$ cat src/logic/tmr_out_irq_consts.vh
// register offsets, field positions, codes and reset values of the timer output/irq block
`ifndef TMR_OUT_IRQ_CONSTS_VH
`define TMR_OUT_IRQ_CONSTS_VH

// register byte offsets
`define CHAN_CTRL_BASE   8'h00
`define CHAN_CTRL_STRIDE 8'h04
`define TMR_CTRL_OFS     8'h20
`define IRQ_VECTOR_OFS   8'h24

// chan_ctrl_reg fields
`define CC_FLAG_BIT      0
`define CC_OUTBIT_BIT    2
`define CC_OUTLVL_BIT    3
`define CC_IE_BIT        4
`define CC_MODE_LSB      5
`define CC_MODE_MSB      7
`define CC_CAP_BIT       8

// timer control fields
`define TC_OVF_FLAG_BIT  0
`define TC_OVF_IE_BIT    1
`define TC_HIZ_FN_BIT    2

// output modes
`define MODE_OUTPUT      3'h0
`define MODE_SET         3'h1
`define MODE_TOG_RST     3'h2
`define MODE_SET_RST     3'h3
`define MODE_TOGGLE      3'h4
`define MODE_RESET       3'h5
`define MODE_TOG_SET     3'h6
`define MODE_RST_SET     3'h7

// vector codes
`define VEC_NONE         4'h0
`define VEC_OVF          4'he

// reset values
`define RST_DATA         32'h0000_0000
`define RST_MODE         3'h0

`endif

$ cat src/logic/tmr_out_irq.v
// timer output units, channel flags and prioritized interrupt vector behind an apb slave
//
// Overview of operation
// - mode 0: output follows the software output bit at the write itself
// - mode 1: output set on channel match, held until another mode acts
// - mode 2 toggles/0-match resets; mode 3 sets/0-match resets
// - mode 4: output toggles on every channel match
// - mode 5: output cleared on channel match, held until another mode acts
// - mode 6 toggles/0-match sets; mode 7 clears/0-match sets
// - up counting: events at channel value and channel-0 value wrap
// - continuous counting: events at channel value and channel-0 value
// - up/down counting: matches act in either direction
// - two interrupt lines: channel 0 alone, the rest shared
// - capture mode: a capture sets the channel flag
// - compare mode: a channel match sets the channel flag
// - software may set or clear every channel flag
// - flag requests only with its enable and global enable set
// - channel-0 flag highest, cleared when its request is serviced
// - channels 1 and up plus overflow merge into the shared line
// - vector holds code of highest enabled pending flag only
// - any vector read or write clears the reported flag
// - remaining enabled flags reassert the shared line at once
// - codes: 0 none, 2 per channel step, 14 overflow
// - lower channel numbers win in the vector
// - in every mode, mode 0 included, output changes only on a clock edge
// - per-channel equal pulse plus channel-0 equal drive the output
// - hi-z function selected and pin high: all outputs high impedance
//
// Implementation choices: the APB interface to the registers and the register addresses.
`timescale 1ns/1ps
`include "tmr_out_irq_consts.vh"

module tmr_out_irq #(
  parameter NCH = 7
) (
  // apb
  input  wire            pclk,
  input  wire            presetn,
  input  wire            psel,
  input  wire            penable,
  input  wire            pwrite,
  input  wire [7:0]      paddr,
  input  wire [31:0]     pwdata,
  output reg  [31:0]     prdata,
  output reg             pready,
  output reg             pslverr,
  // timer core events, same clock
  input  wire [NCH-1:0]  equal_x,
  input  wire [NCH-1:0]  cap_event,
  input  wire            overflow_event,
  // cpu side
  input  wire            global_irq_en,
  input  wire            irq0_ack,
  output reg             irq_chan0,
  output reg             irq_shared,
  // pins
  input  wire            hiz_ctrl_pin,
  output reg  [NCH-1:0]  chan_out,
  output reg  [NCH-1:0]  chan_out_oe
);

  reg  [NCH-1:0]   flag_r;
  wire [NCH-1:0]   flag_nxt;
  reg  [NCH-1:0]   ie_r;
  reg  [NCH-1:0]   ie_nxt;
  reg  [NCH-1:0]   bit_r;
  reg  [NCH-1:0]   bit_nxt;
  reg  [NCH-1:0]   cap_r;
  reg  [NCH-1:0]   cap_nxt;
  reg  [3*NCH-1:0] mode_r;
  reg  [3*NCH-1:0] mode_nxt;
  wire [NCH-1:0]   out_nxt;
  reg              ovf_flag_r;
  reg              ovf_flag_nxt;
  reg              ovf_ie_r;
  reg              hiz_fn_r;
  reg              hiz_meta_r;
  reg              hiz_sync_r;
  reg  [3:0]       vec_code;
  reg  [3:0]       vec_snap_r;
  reg  [31:0]      rd_mux;
  reg              rd_hit;
  reg  [NCH-1:0]   chan_wr_v;
  reg  [NCH-1:0]   svc_clr_v;
  integer          i;
  integer          j;
  integer          k;

  wire       setup    = psel & ~penable;
  wire       done     = psel & penable & pready;
  wire       wr_done  = done & pwrite;
  wire       vec_done = done & (paddr == `IRQ_VECTOR_OFS);
  wire       tc_wr    = wr_done & (paddr == `TMR_CTRL_OFS);

  // vector priority: scan high to low so the lowest channel lands last
  always @* begin
    vec_code = `VEC_NONE;
    if (ovf_flag_r & ovf_ie_r)
      vec_code = `VEC_OVF;
    for (j = NCH - 1; j >= 1; j = j - 1) begin
      if (flag_r[j] & ie_r[j])
        vec_code = {j[2:0], 1'b0};
    end
  end

  // read data and address decode, sampled in the setup cycle
  always @* begin
    rd_mux = `RST_DATA;
    rd_hit = 1'b0;
    for (k = 0; k < NCH; k = k + 1) begin
      if (paddr == `CHAN_CTRL_BASE + k[7:0] * `CHAN_CTRL_STRIDE) begin
        rd_hit = 1'b1;
        rd_mux[`CC_FLAG_BIT]                 = flag_r[k];
        rd_mux[`CC_OUTBIT_BIT]               = bit_r[k];
        rd_mux[`CC_OUTLVL_BIT]               = chan_out[k];
        rd_mux[`CC_IE_BIT]                   = ie_r[k];
        rd_mux[`CC_MODE_MSB:`CC_MODE_LSB]    = mode_r[3*k +: 3];
        rd_mux[`CC_CAP_BIT]                  = cap_r[k];
      end
    end
    if (paddr == `TMR_CTRL_OFS) begin
      rd_hit = 1'b1;
      rd_mux[`TC_OVF_FLAG_BIT] = ovf_flag_r;
      rd_mux[`TC_OVF_IE_BIT]   = ovf_ie_r;
      rd_mux[`TC_HIZ_FN_BIT]   = hiz_fn_r;
    end
    if (paddr == `IRQ_VECTOR_OFS) begin
      rd_hit = 1'b1;
      rd_mux[3:0] = vec_code;
    end
  end

  // per-channel register fields and service strobes
  always @* begin
    ie_nxt    = ie_r;
    bit_nxt   = bit_r;
    cap_nxt   = cap_r;
    mode_nxt  = mode_r;
    chan_wr_v = {NCH{1'b0}};
    svc_clr_v = {NCH{1'b0}};
    for (i = 0; i < NCH; i = i + 1) begin
      chan_wr_v[i] = wr_done & (paddr == `CHAN_CTRL_BASE + i[7:0] * `CHAN_CTRL_STRIDE);
      if (chan_wr_v[i]) begin
        ie_nxt[i]          = pwdata[`CC_IE_BIT];
        bit_nxt[i]         = pwdata[`CC_OUTBIT_BIT];
        cap_nxt[i]         = pwdata[`CC_CAP_BIT];
        mode_nxt[3*i +: 3] = pwdata[`CC_MODE_MSB:`CC_MODE_LSB];
      end
      // vector service clears the flag latched at setup, the ack clears channel 0
      if (i > 0)
        svc_clr_v[i] = vec_done & (vec_snap_r == {i[2:0], 1'b0});
      else
        svc_clr_v[i] = irq0_ack;
    end
  end

  // one flag and one output unit per channel; the unit sees the mode and
  // bit being written, so a new mode acts from the write edge on
  genvar g;
  generate
    for (g = 0; g < NCH; g = g + 1) begin : gen_chan
      out_unit_next u_unit (
        .mode    (mode_nxt[3*g +: 3]),
        .sw_bit  (bit_nxt[g]),
        .eq_own  (equal_x[g]),
        .eq_zero (equal_x[0]),
        .cur     (chan_out[g]),
        .nxt     (out_nxt[g])
      );
      chan_flag_next u_flag (
        .cur      (flag_r[g]),
        .cap_mode (cap_r[g]),
        .wr       (chan_wr_v[g]),
        .wr_val   (pwdata[`CC_FLAG_BIT]),
        .svc_clr  (svc_clr_v[g]),
        .eq_own   (equal_x[g]),
        .cap_ev   (cap_event[g]),
        .nxt      (flag_nxt[g])
      );
    end
  endgenerate

  // overflow flag: write, vector clear, then event set wins
  always @* begin
    ovf_flag_nxt = ovf_flag_r;
    if (tc_wr)
      ovf_flag_nxt = pwdata[`TC_OVF_FLAG_BIT];
    if (vec_done && vec_snap_r == `VEC_OVF)
      ovf_flag_nxt = 1'b0;
    if (overflow_event)
      ovf_flag_nxt = 1'b1;
  end

  // channel state and outputs; all changes on the clock edge
  always @(posedge pclk or negedge presetn) begin
    if (!presetn) begin
      flag_r     <= {NCH{1'b0}};
      ie_r       <= {NCH{1'b0}};
      bit_r      <= {NCH{1'b0}};
      cap_r      <= {NCH{1'b0}};
      mode_r     <= {3*NCH{1'b0}};
      chan_out   <= {NCH{1'b0}};
      ovf_flag_r <= 1'b0;
      ovf_ie_r   <= 1'b0;
      hiz_fn_r   <= 1'b0;
    end else begin
      flag_r     <= flag_nxt;
      ie_r       <= ie_nxt;
      bit_r      <= bit_nxt;
      cap_r      <= cap_nxt;
      mode_r     <= mode_nxt;
      chan_out   <= out_nxt;
      ovf_flag_r <= ovf_flag_nxt;
      if (tc_wr) begin
        ovf_ie_r <= pwdata[`TC_OVF_IE_BIT];
        hiz_fn_r <= pwdata[`TC_HIZ_FN_BIT];
      end
    end
  end

  // interrupt lines follow flag state with one register stage
  always @(posedge pclk or negedge presetn) begin
    if (!presetn) begin
      irq_chan0  <= 1'b0;
      irq_shared <= 1'b0;
    end else begin
      irq_chan0  <= flag_r[0] & ie_r[0] & global_irq_en;
      irq_shared <= (vec_code != `VEC_NONE) & global_irq_en;
    end
  end

  // hi-z pin is asynchronous: two flops before use
  always @(posedge pclk or negedge presetn) begin
    if (!presetn) begin
      hiz_meta_r  <= 1'b0;
      hiz_sync_r  <= 1'b0;
      chan_out_oe <= {NCH{1'b0}};
    end else begin
      hiz_meta_r  <= hiz_ctrl_pin;
      hiz_sync_r  <= hiz_meta_r;
      chan_out_oe <= {NCH{~(hiz_fn_r & hiz_sync_r)}};
    end
  end

  // apb: no wait states; data and vector code latched at setup so
  // the flag cleared is exactly the one the read returns
  always @(posedge pclk or negedge presetn) begin
    if (!presetn) begin
      prdata     <= `RST_DATA;
      pready     <= 1'b0;
      pslverr    <= 1'b0;
      vec_snap_r <= `VEC_NONE;
    end else begin
      pready <= setup;
      if (setup) begin
        prdata     <= pwrite ? `RST_DATA : rd_mux;
        pslverr    <= ~rd_hit;
        vec_snap_r <= vec_code;
      end else if (done) begin
        pslverr <= 1'b0;
      end
    end
  end

endmodule // tmr_out_irq

// next level of one output unit from its mode and the two equal pulses;
// where both pulses coincide the channel-0 action is applied last and wins
// mode comes from a whole-field write, so no decode glitch can reach the pin;
// software still steps through mode 7 so every mode seen in between is harmless
module out_unit_next (
  // mode and software bit
  input  wire [2:0] mode,
  input  wire       sw_bit,
  // equal pulses
  input  wire       eq_own,
  input  wire       eq_zero,
  // current and next level
  input  wire       cur,
  output reg        nxt
);

  always @* begin
    nxt = cur;
    case (mode)
      `MODE_OUTPUT: begin
        nxt = sw_bit;
      end

      `MODE_SET: begin
        if (eq_own)
          nxt = 1'b1;
      end

      `MODE_TOG_RST: begin
        if (eq_own)
          nxt = ~cur;
        if (eq_zero)
          nxt = 1'b0;
      end

      `MODE_SET_RST: begin
        if (eq_own)
          nxt = 1'b1;
        if (eq_zero)
          nxt = 1'b0;
      end

      `MODE_TOGGLE: begin
        if (eq_own)
          nxt = ~cur;
      end

      `MODE_RESET: begin
        if (eq_own)
          nxt = 1'b0;
      end

      `MODE_TOG_SET: begin
        if (eq_own)
          nxt = ~cur;
        if (eq_zero)
          nxt = 1'b1;
      end

      `MODE_RST_SET: begin
        if (eq_own)
          nxt = 1'b0;
        if (eq_zero)
          nxt = 1'b1;
      end

      default: begin
        nxt = cur;
      end
    endcase
  end

endmodule // out_unit_next

// next state of one channel flag: write, then service clear, then event;
// the event is applied last so a set wins over any clear in the same cycle
// a flag set by software is indistinguishable from one set by hardware
module chan_flag_next (
  // current state and mode
  input  wire cur,
  input  wire cap_mode,
  // software write
  input  wire wr,
  input  wire wr_val,
  // service clear
  input  wire svc_clr,
  // hardware events
  input  wire eq_own,
  input  wire cap_ev,
  // next state
  output reg  nxt
);

  always @* begin
    nxt = cur;
    if (wr)
      nxt = wr_val;
    if (svc_clr)
      nxt = 1'b0;
    if (cap_mode) begin
      if (cap_ev)
        nxt = 1'b1;
    end else begin
      if (eq_own)
        nxt = 1'b1;
    end
  end

endmodule // chan_flag_next

$ cat config.mk
export PLATFORM = sky130hd
export DESIGN_NAME = tmr_out_irq
export DESIGN_NICKNAME = d
export VERILOG_FILES = /design/src/logic/tmr_out_irq.v
export VERILOG_INCLUDE_DIRS = /design/src /design/src/logic
export SDC_FILE = /design/constraint.sdc
export NUM_CORES = 1
export LEC_CHECK = 0
export CAP_MARGIN = 20
export CORE_ASPECT_RATIO = 1.25
export CORE_MARGIN = 5
export CORE_UTILIZATION = 27
export DETAILED_ROUTE_END_ITERATION = 8
export DONT_BUFFER_PORTS = 1
export HOLD_SLACK_MARGIN = 0.08
export PLACE_DENSITY = 0.38
export SKIP_CTS_REPAIR_TIMING = 1
export SYNTH_ARGS = -nofsm -noshare
export SYNTH_HDL_FRONTEND = slang
export SYNTH_SLANG_ARGS = --single-unit
$ cat constraint.sdc
create_clock -name pclk -period 2.1 [get_ports pclk]
set_input_delay 0.42 -clock pclk [delete_from_list [all_inputs] [get_ports pclk]]
set_output_delay 0.42 -clock pclk [all_outputs]
set_load 0.02 [all_outputs]
=== After elaboration in Yosys (flattened, before gate mapping) ===
Cells that the tools add are included.

* Add/sub/neg operators: 0
* $lt $le $gt $ge: 0
* Div/mod/pow operators: 0
* Shift-type cells: 0
* Equality and inequality tests: 67
* Bitwise logic cells: 40
* Reduce and logical (&&, ||, !) cells: 15
* Multiplexer cells: 139
* Multipliers: 0

{| class="wikitable"
|+ Operator list
! cell !! count
|-
| $mux W1 || 108
|-
| $eq A3 B3 Y1 const B || 28
|-
| $mux W7 || 7
|-
| $pmux W1 S8 || 6
|-
| $eq A3 B2 Y1 const B || 14
|-
| $mux W4 || 8
|-
| $and A1 B1 Y1 || 30
|-
| $eq A8 B5 Y1 const B || 3
|-
| $mux W3 || 8
|-
| $eq A3 B1 Y1 const B || 7
|-
| $logic_not A3 Y1 || 7
|-
| $eq A4 B4 Y1 const B || 4
|-
| $eq A8 B4 Y1 const B || 2
|-
| $eq A8 B6 Y1 const B || 2
|-
| $not A1 Y1 || 10
|-
| $mux W9 || 1
|-
| $eq A4 B3 Y1 const B || 2
|-
| $eq A8 B3 Y1 const B || 1
|-
| $logic_not A8 Y1 || 1
|-
| $reduce_or A3 Y1 || 2
|-
| $eq A4 B2 Y1 const B || 1
|-
| $ne A2 B1 Y1 const B || 2
|-
| $pmux W1 S4 || 1
|-
| $reduce_bool A4 Y1 || 1
|-
| other kinds (5) || 5
|}

* ROM bits: 0
* Output and inout port bits: 50
* Memories kept: 0
* Logic and storage cells: 292
* Flip-flop bits (word level): 102
* Input bits: 63
* Latch bits: 0
* Bits in writable memories: 0

=== Longest topological paths before layout ===
* Word-level depth: 12
* Depth in mapped cells: 7
* Depth with buffers taken out: 7

=== Cells and area by module ===
A second synthesis with hierarchy kept.

* Cell total of the unflattened synthesis: 430
* Area total of the unflattened synthesis: 4738.3 um^2

{| class="wikitable"
|+ By module, submodules not included
! module !! area an instance (um^2) !! times used !! sequential area each (um^2) !! cells each
|-
| tmr_out_irq || 4011.3 || 1 || 1951.9 || 325
|-
| out_unit_next || 78.8 || 7 || 0.0 || 12
|-
| chan_flag_next || 25.0 || 7 || 0.0 || 3
|}

=== Worst setup path after synthesis ===
Ideal clock, no wire load.

* Path kind: in2reg
* Start point: input paddr[2]
* End point: register chan_out[6]
* Required time: 1.957 ns
* Data arrival time: 2.319 ns
* Stages on the path: 6
* Setup time: 0.143 ns
* Buffers on the path: 1
* Setup slack: -0.361 ns
* Path through: or4b_1 clkbuf_1 nor3_2 mux2_2 a2111oi_0 o22ai_1

* Longest elaborated chain between the ends: 5
* Elaborated cells between the ends (all ways): 13
* Those cells by class: eq/ne (8); mux (3); bitwise (1); reduce/logical (1)

{| class="wikitable"
|+ Ends and longest elaborated chain
! what !! RTL line !! source
|-
| start: declaration || tmr_out_irq.v:42 || <nowiki>input wire [7:0] paddr,</nowiki>
|-
| $eq A8 B5 Y1 (no line) * || n/a ||
|-
| $and A1 B1 Y1 * || tmr_out_irq.v:142 || <nowiki>chan_wr_v[i] = wr_done & (paddr == `CHAN_CTRL_BASE + i[7:0] * `CHAN_CTRL_STRIDE);</nowiki>
|-
| $mux W3 * || tmr_out_irq.v:143 || <nowiki>if (chan_wr_v[i]) begin</nowiki>
|-
| named net gen_chan[6].u_unit.mode[1] || tmr_out_irq.v:273 || <nowiki>input wire [2:0] mode,</nowiki>
|-
| $eq A3 B3 Y1 (tied with other cells) || tmr_out_irq.v:285 || <nowiki>case (mode)</nowiki>
|-
| $pmux W1 S8 * || tmr_out_irq.v:285 ||
|-
| named net gen_chan[6].u_unit.nxt || tmr_out_irq.v:280 || <nowiki>output reg nxt</nowiki>
|-
| end signal: assignment || tmr_out_irq.v:202 || <nowiki>chan_out <= {NCH{1'b0}};</nowiki>
|-
| end signal: assignment || tmr_out_irq.v:212 || <nowiki>chan_out <= out_nxt;</nowiki>
|-
| end: declaration || tmr_out_irq.v:58 || <nowiki>output reg [NCH-1:0] chan_out,</nowiki>
|}

The timed path passes the listed nets; every way through them passes the cells marked *.
A chain may end at the register's enable or synchronous reset.

=== Worst setup path after layout ===
* Start point: register pready
* End point: register chan_out[1]

* Longest elaborated chain between the ends: 6
* Elaborated cells between the ends (all ways): 14
* Those cells by class: eq/ne (7); mux (3); bitwise (3); reduce/logical (1)

{| class="wikitable"
|+ Ends and longest elaborated chain
! what !! RTL line !! source
|-
| start: declaration || tmr_out_irq.v:45 || <nowiki>output reg pready,</nowiki>
|-
| start signal: assignment || tmr_out_irq.v:254 || <nowiki>pready <= setup;</nowiki>
|-
| $and A1 B1 Y1 * || tmr_out_irq.v:90 || <nowiki>wire done = psel & penable & pready;</nowiki>
|-
| $and A1 B1 Y1 * || tmr_out_irq.v:91 || <nowiki>wire wr_done = done & pwrite;</nowiki>
|-
| $and A1 B1 Y1 * || tmr_out_irq.v:142 ||
|-
| $mux W3 * || tmr_out_irq.v:143 ||
|-
| named net gen_chan[1].u_unit.mode[0] || tmr_out_irq.v:273 ||
|-
| $eq A3 B3 Y1 (tied with other cells) || tmr_out_irq.v:285 ||
|-
| $pmux W1 S8 * || tmr_out_irq.v:285 ||
|-
| named net gen_chan[1].u_unit.nxt || tmr_out_irq.v:280 ||
|}

Marks and branches as above.

==> qor.csv <==
stage,metric,value,unit
outcome,outcome,finished with violations,
outcome,violations,negative hold slack,
synth,synthDistinctLibCells,66,
clocking,cts.htree.levels,3,
sta,maxSlewHeadroom,56.0,%
floorplan,start_util,27.4,%
worst_setup_path,r2r-end,chan_out[1]$_DFF_PN0_,
power_and_ir_drop,ir_worst_vdd,0.314,mV
clocking,cts_tree,built,
cells_and_area,fin_nets,583,
synth,synth.avg_cell_area,10.2,um^2
power_and_ir_drop,power.density,623,mW/mm^2
sta,worstMarginPinSlew,0.644,ns
synth,synth_top_family_by_area,compound AO/OA/AOI/OAI gates,
worst_setup_path,worstReg2RegStart,pready$_DFF_PN0_,
clocking,cts_root_buf,clkbuf_16,
worst_setup_path,start_kind,flip-flop,
synth,yosys.area_share.adder,3.15,%
floorplan,dieArea,0.0205,mm^2
synth,ys.flop_type,dfrtp_1,
synth,synth_seq_area_share,40.9,%
sta,clock.fmax,0.505,GHz
global_routing,antenna_found_initial,0,
cells_and_area,finalInstanceArea,0.00565,mm^2
sta,fin_crit_sh,94.2,%
sta,rsz0062_at_grt,no,
synth,synth-xor-area-share,0,%
cells_and_area,num-fill-cells,1814,
clocking,cts_made_buffers,9,
global_routing,grt_use_total,16.4,%
global_routing,grt_pass1_vias,4004,
routing,drc,0,
synth,synth_seq_cells,78,
worst_setup_path,endpoint,chan_out[1]$_DFF_PN0_,
floorplan,die_w,129,um
power_and_ir_drop,p_leak,2.65,nW
hold_path,min_path_type,in -> async,
place,place_ws,-0.194,ns
sta,fin_skew,0.00571,ns
cells_and_area,drive_gt1_share,26.5,%
routing,num_vias,3809,
sta,tns,0,ns
synth,synth_compound_area_share,18.9,%
global_routing,overflow,0,
worst_setup_path,crit_path_max_fanout,10,
routing,drtIter0Drc,132,
worst_setup_path,crit_type,reg -> reg,
synth,synth.largest_area_cell,dfrtp_1,
floorplan,die_h,159,um
clocking,clk_latency,0.35,ns
synth,yosysWarnings,0,
sta,min_period,1.98,ns
synth,synth_area,0.00477,mm^2
synth,async_flop_share,100,%
clocking,cts.clk_slew.worst_paths,0.06,ns
sta,hold_slack,-0.224,ns
clocking,cts.sinks,78,
synth,synth_edf_count,0,
global_routing,grt_max_degree,79,
floorplan,rows,54,
worst_setup_path,arrival,2.24,ns
synth,synth-simple-area-share,12.4,%
worst_setup_path,cp.required,2.37,ns
sta,slew_viol_final,0,
synth,syn_inst,470,
sta,setup_viol,0,
clocking,clk_path_buf_depth,2,
synth,netlist.area_leader.share,40.9,%
synth,synthMuxAreaShare,14.7,%
power_and_ir_drop,p_total,0.00352,W
sta,fin_ws,0.122,ns
place,placed_area,0.00530,mm^2
sta,hold_viol_final,78,
routing,wl_per_cell,22.0,um
routing,postRouteAntennaNets,0,
worst_setup_path,crit_start,pready$_DFF_PN0_,
routing,drt_wl_total,16200,um
synth,yosys-top-cells-area,"dfrtp_1, mux2_2, mux2i_1",
global_routing,grt_pass1_wl,24800,um
flow_run,cap_violations,0,
place,place.gp.congestion,0.797,
cells_and_area,syn_to_final_growth,18.3,%
routing,dr.pass1.iters,4,
place,dp_hpwl,12500,um
place,port_buffers,0,
routing,vias_per_cell,5.17,
floorplan,fp.coreArea,0.0174,mm^2
cells_and_area,n_antenna_cell,0,
floorplan,io_pins,113,
worst_setup_path,worstRegToRegCells,8,
worst_setup_path,end_kind,flip-flop,
worst_setup_path,worst-r2r-setup-slack,0.12,ns
## per-stage QoR
step,utilization (%),cells
final,32.4,737
after global routing,32.4,737
after CTS,32.3,737
after detailed placement,30.4,721
after global placement,30.4,721
after floorplan,-,492
## worst min-delay path by stage
stage	from	endpoint	slack [ns]	cells past startpoint
after global routing	presetn	mode_r[8]$_DFF_PN0_	-0.25	0
after global placement	presetn	chan_out[0]$_DFFE_PN0P_	0.13	0
final	presetn	chan_out[0]$_DFFE_PN0P_	-0.22	0
after CTS	presetn	mode_r[8]$_DFF_PN0_	-0.25	0
after floorplan	presetn	bit_r[0]$_DFF_PN0_	0.12	0
after detailed placement	presetn	chan_out[0]$_DFFE_PN0P_	0.13	0
## synthesized netlist by cell type, types with 3 or more instances
master / number
a2111oi_0: 3
a211o_1: 6
a211oi_1: 4
a21oi_1: 16
a221oi_1: 4
a22o_1: 3
a22oi_1: 6
a32o_1: 7
a32oi_1: 4
and2_1: 3
buf_2: 4
buf_4: 37
clkbuf_1: 10
dfrtp_1: 78
ha_1: 12
inv_1: 31
mux2_2: 36
mux2i_1: 28
nand2_1: 44
nand3_1: 4
nor2_1: 21
nor3_1: 4
nor3_4: 3
nor3b_1: 4
nor4b_1: 3
o211a_1: 5
o21ai_0: 17
o21ai_1: 3
o221ai_1: 9
o22ai_1: 13
o31ai_1: 4
## cell usage in the layout, fill, tap and decap left out, types with 5 or more instances in the layout
cell type | Yosys | final
a211o_1 | 6 | 6
a21oi_1 | 16 | 16
a22oi_1 | 6 | 6
a32o_1 | 7 | 7
buf_4 | 37 | 58
clkbuf_16 | 0 | 9
conb_1 | 1 | 23
dfrtp_1 | 78 | 78
ha_1 | 12 | 12
inv_1 | 31 | 31
mux2_2 | 36 | 33
mux2i_1 | 28 | 27
nand2_1 | 44 | 44
nor2_1 | 21 | 21
o211a_1 | 5 | 5
o21ai_0 | 17 | 17
o221ai_1 | 9 | 9
o22ai_1 | 13 | 13
## layer usage
layer | wire length (um) | part of all wire [%] | vias up | global-route usage [%]
met5 | 0 | 0 | - | 0
met4 | 455 | 2.8 | 0 | 6.70
met3 | 924 | 5.7 | 18 | 4.30
met2 | 7840 | 48 | 97 | 27.2
met1 | 7030 | 43 | 1914 | 20.2
li1 | - | - | 1780 | -
## logic make-up (layout without fill, tap and decap cells)
group	Yosys count	after routing
buffers and inverters	85	106
AO/OA/AOI/OAI	121	121
other	1	23
multiplexers	65	65
flip-flops	78	78
adder cells (fa/ha/maj)	12	12
AND/OR/NAND/NOR	108	108
## where the power goes
group / total, W / leakage [nW] / internal [W] / switching, W
logic: 0.000214 / 1.47 / 0.0000770 / 0.000137
registers: 0.00154 / 1.02 / 0.00152 / 0.0000220
clock network: 0.00177 / 0.162 / 0.00111 / 0.000659
## registers in the layout (all words and copies together), names as in the netlist
name,count
bit_r,7
cap_r,7
chan_out,7
chan_out_oe,1
flag_r,7
hiz_fn_r,1
hiz_meta_r,1
hiz_sync_r,1
ie_r,7
irq_chan0,1
irq_shared,1
mode_r,21
ovf_flag_r,1
ovf_ie_r,1
prdata,9
pready,1
pslverr,1
vec_snap_r,3
## worst max-delay path, cell delays in order, from the launching register on
cell and delay [ns]:
dfrtp_1 0.34, buf_4 0.16, nand4_2 0.14, buf_12 0.18, nor3_4 0.31, buf_4 0.25, o21ai_2 0.08, a211o_1 0.30
o22ai_1 0.13
## layout make-up
class | count | area (um^2) | share of cell area [%]
Inverter | 31 | 116 | 2.06
Sequential cell | 78 | 1950 | 34.6
Clock inverter | 5 | 81.3 | 1.44
Multi-Input combinational cell | 329 | 2510 | 44.5
Tap cell | 224 | 280 | 4.96
Timing Repair Buffer | 59 | 455 | 8.06
Clock buffer | 11 | 253 | 4.47
No activity file was read; power rests on OpenSTA's default activity.
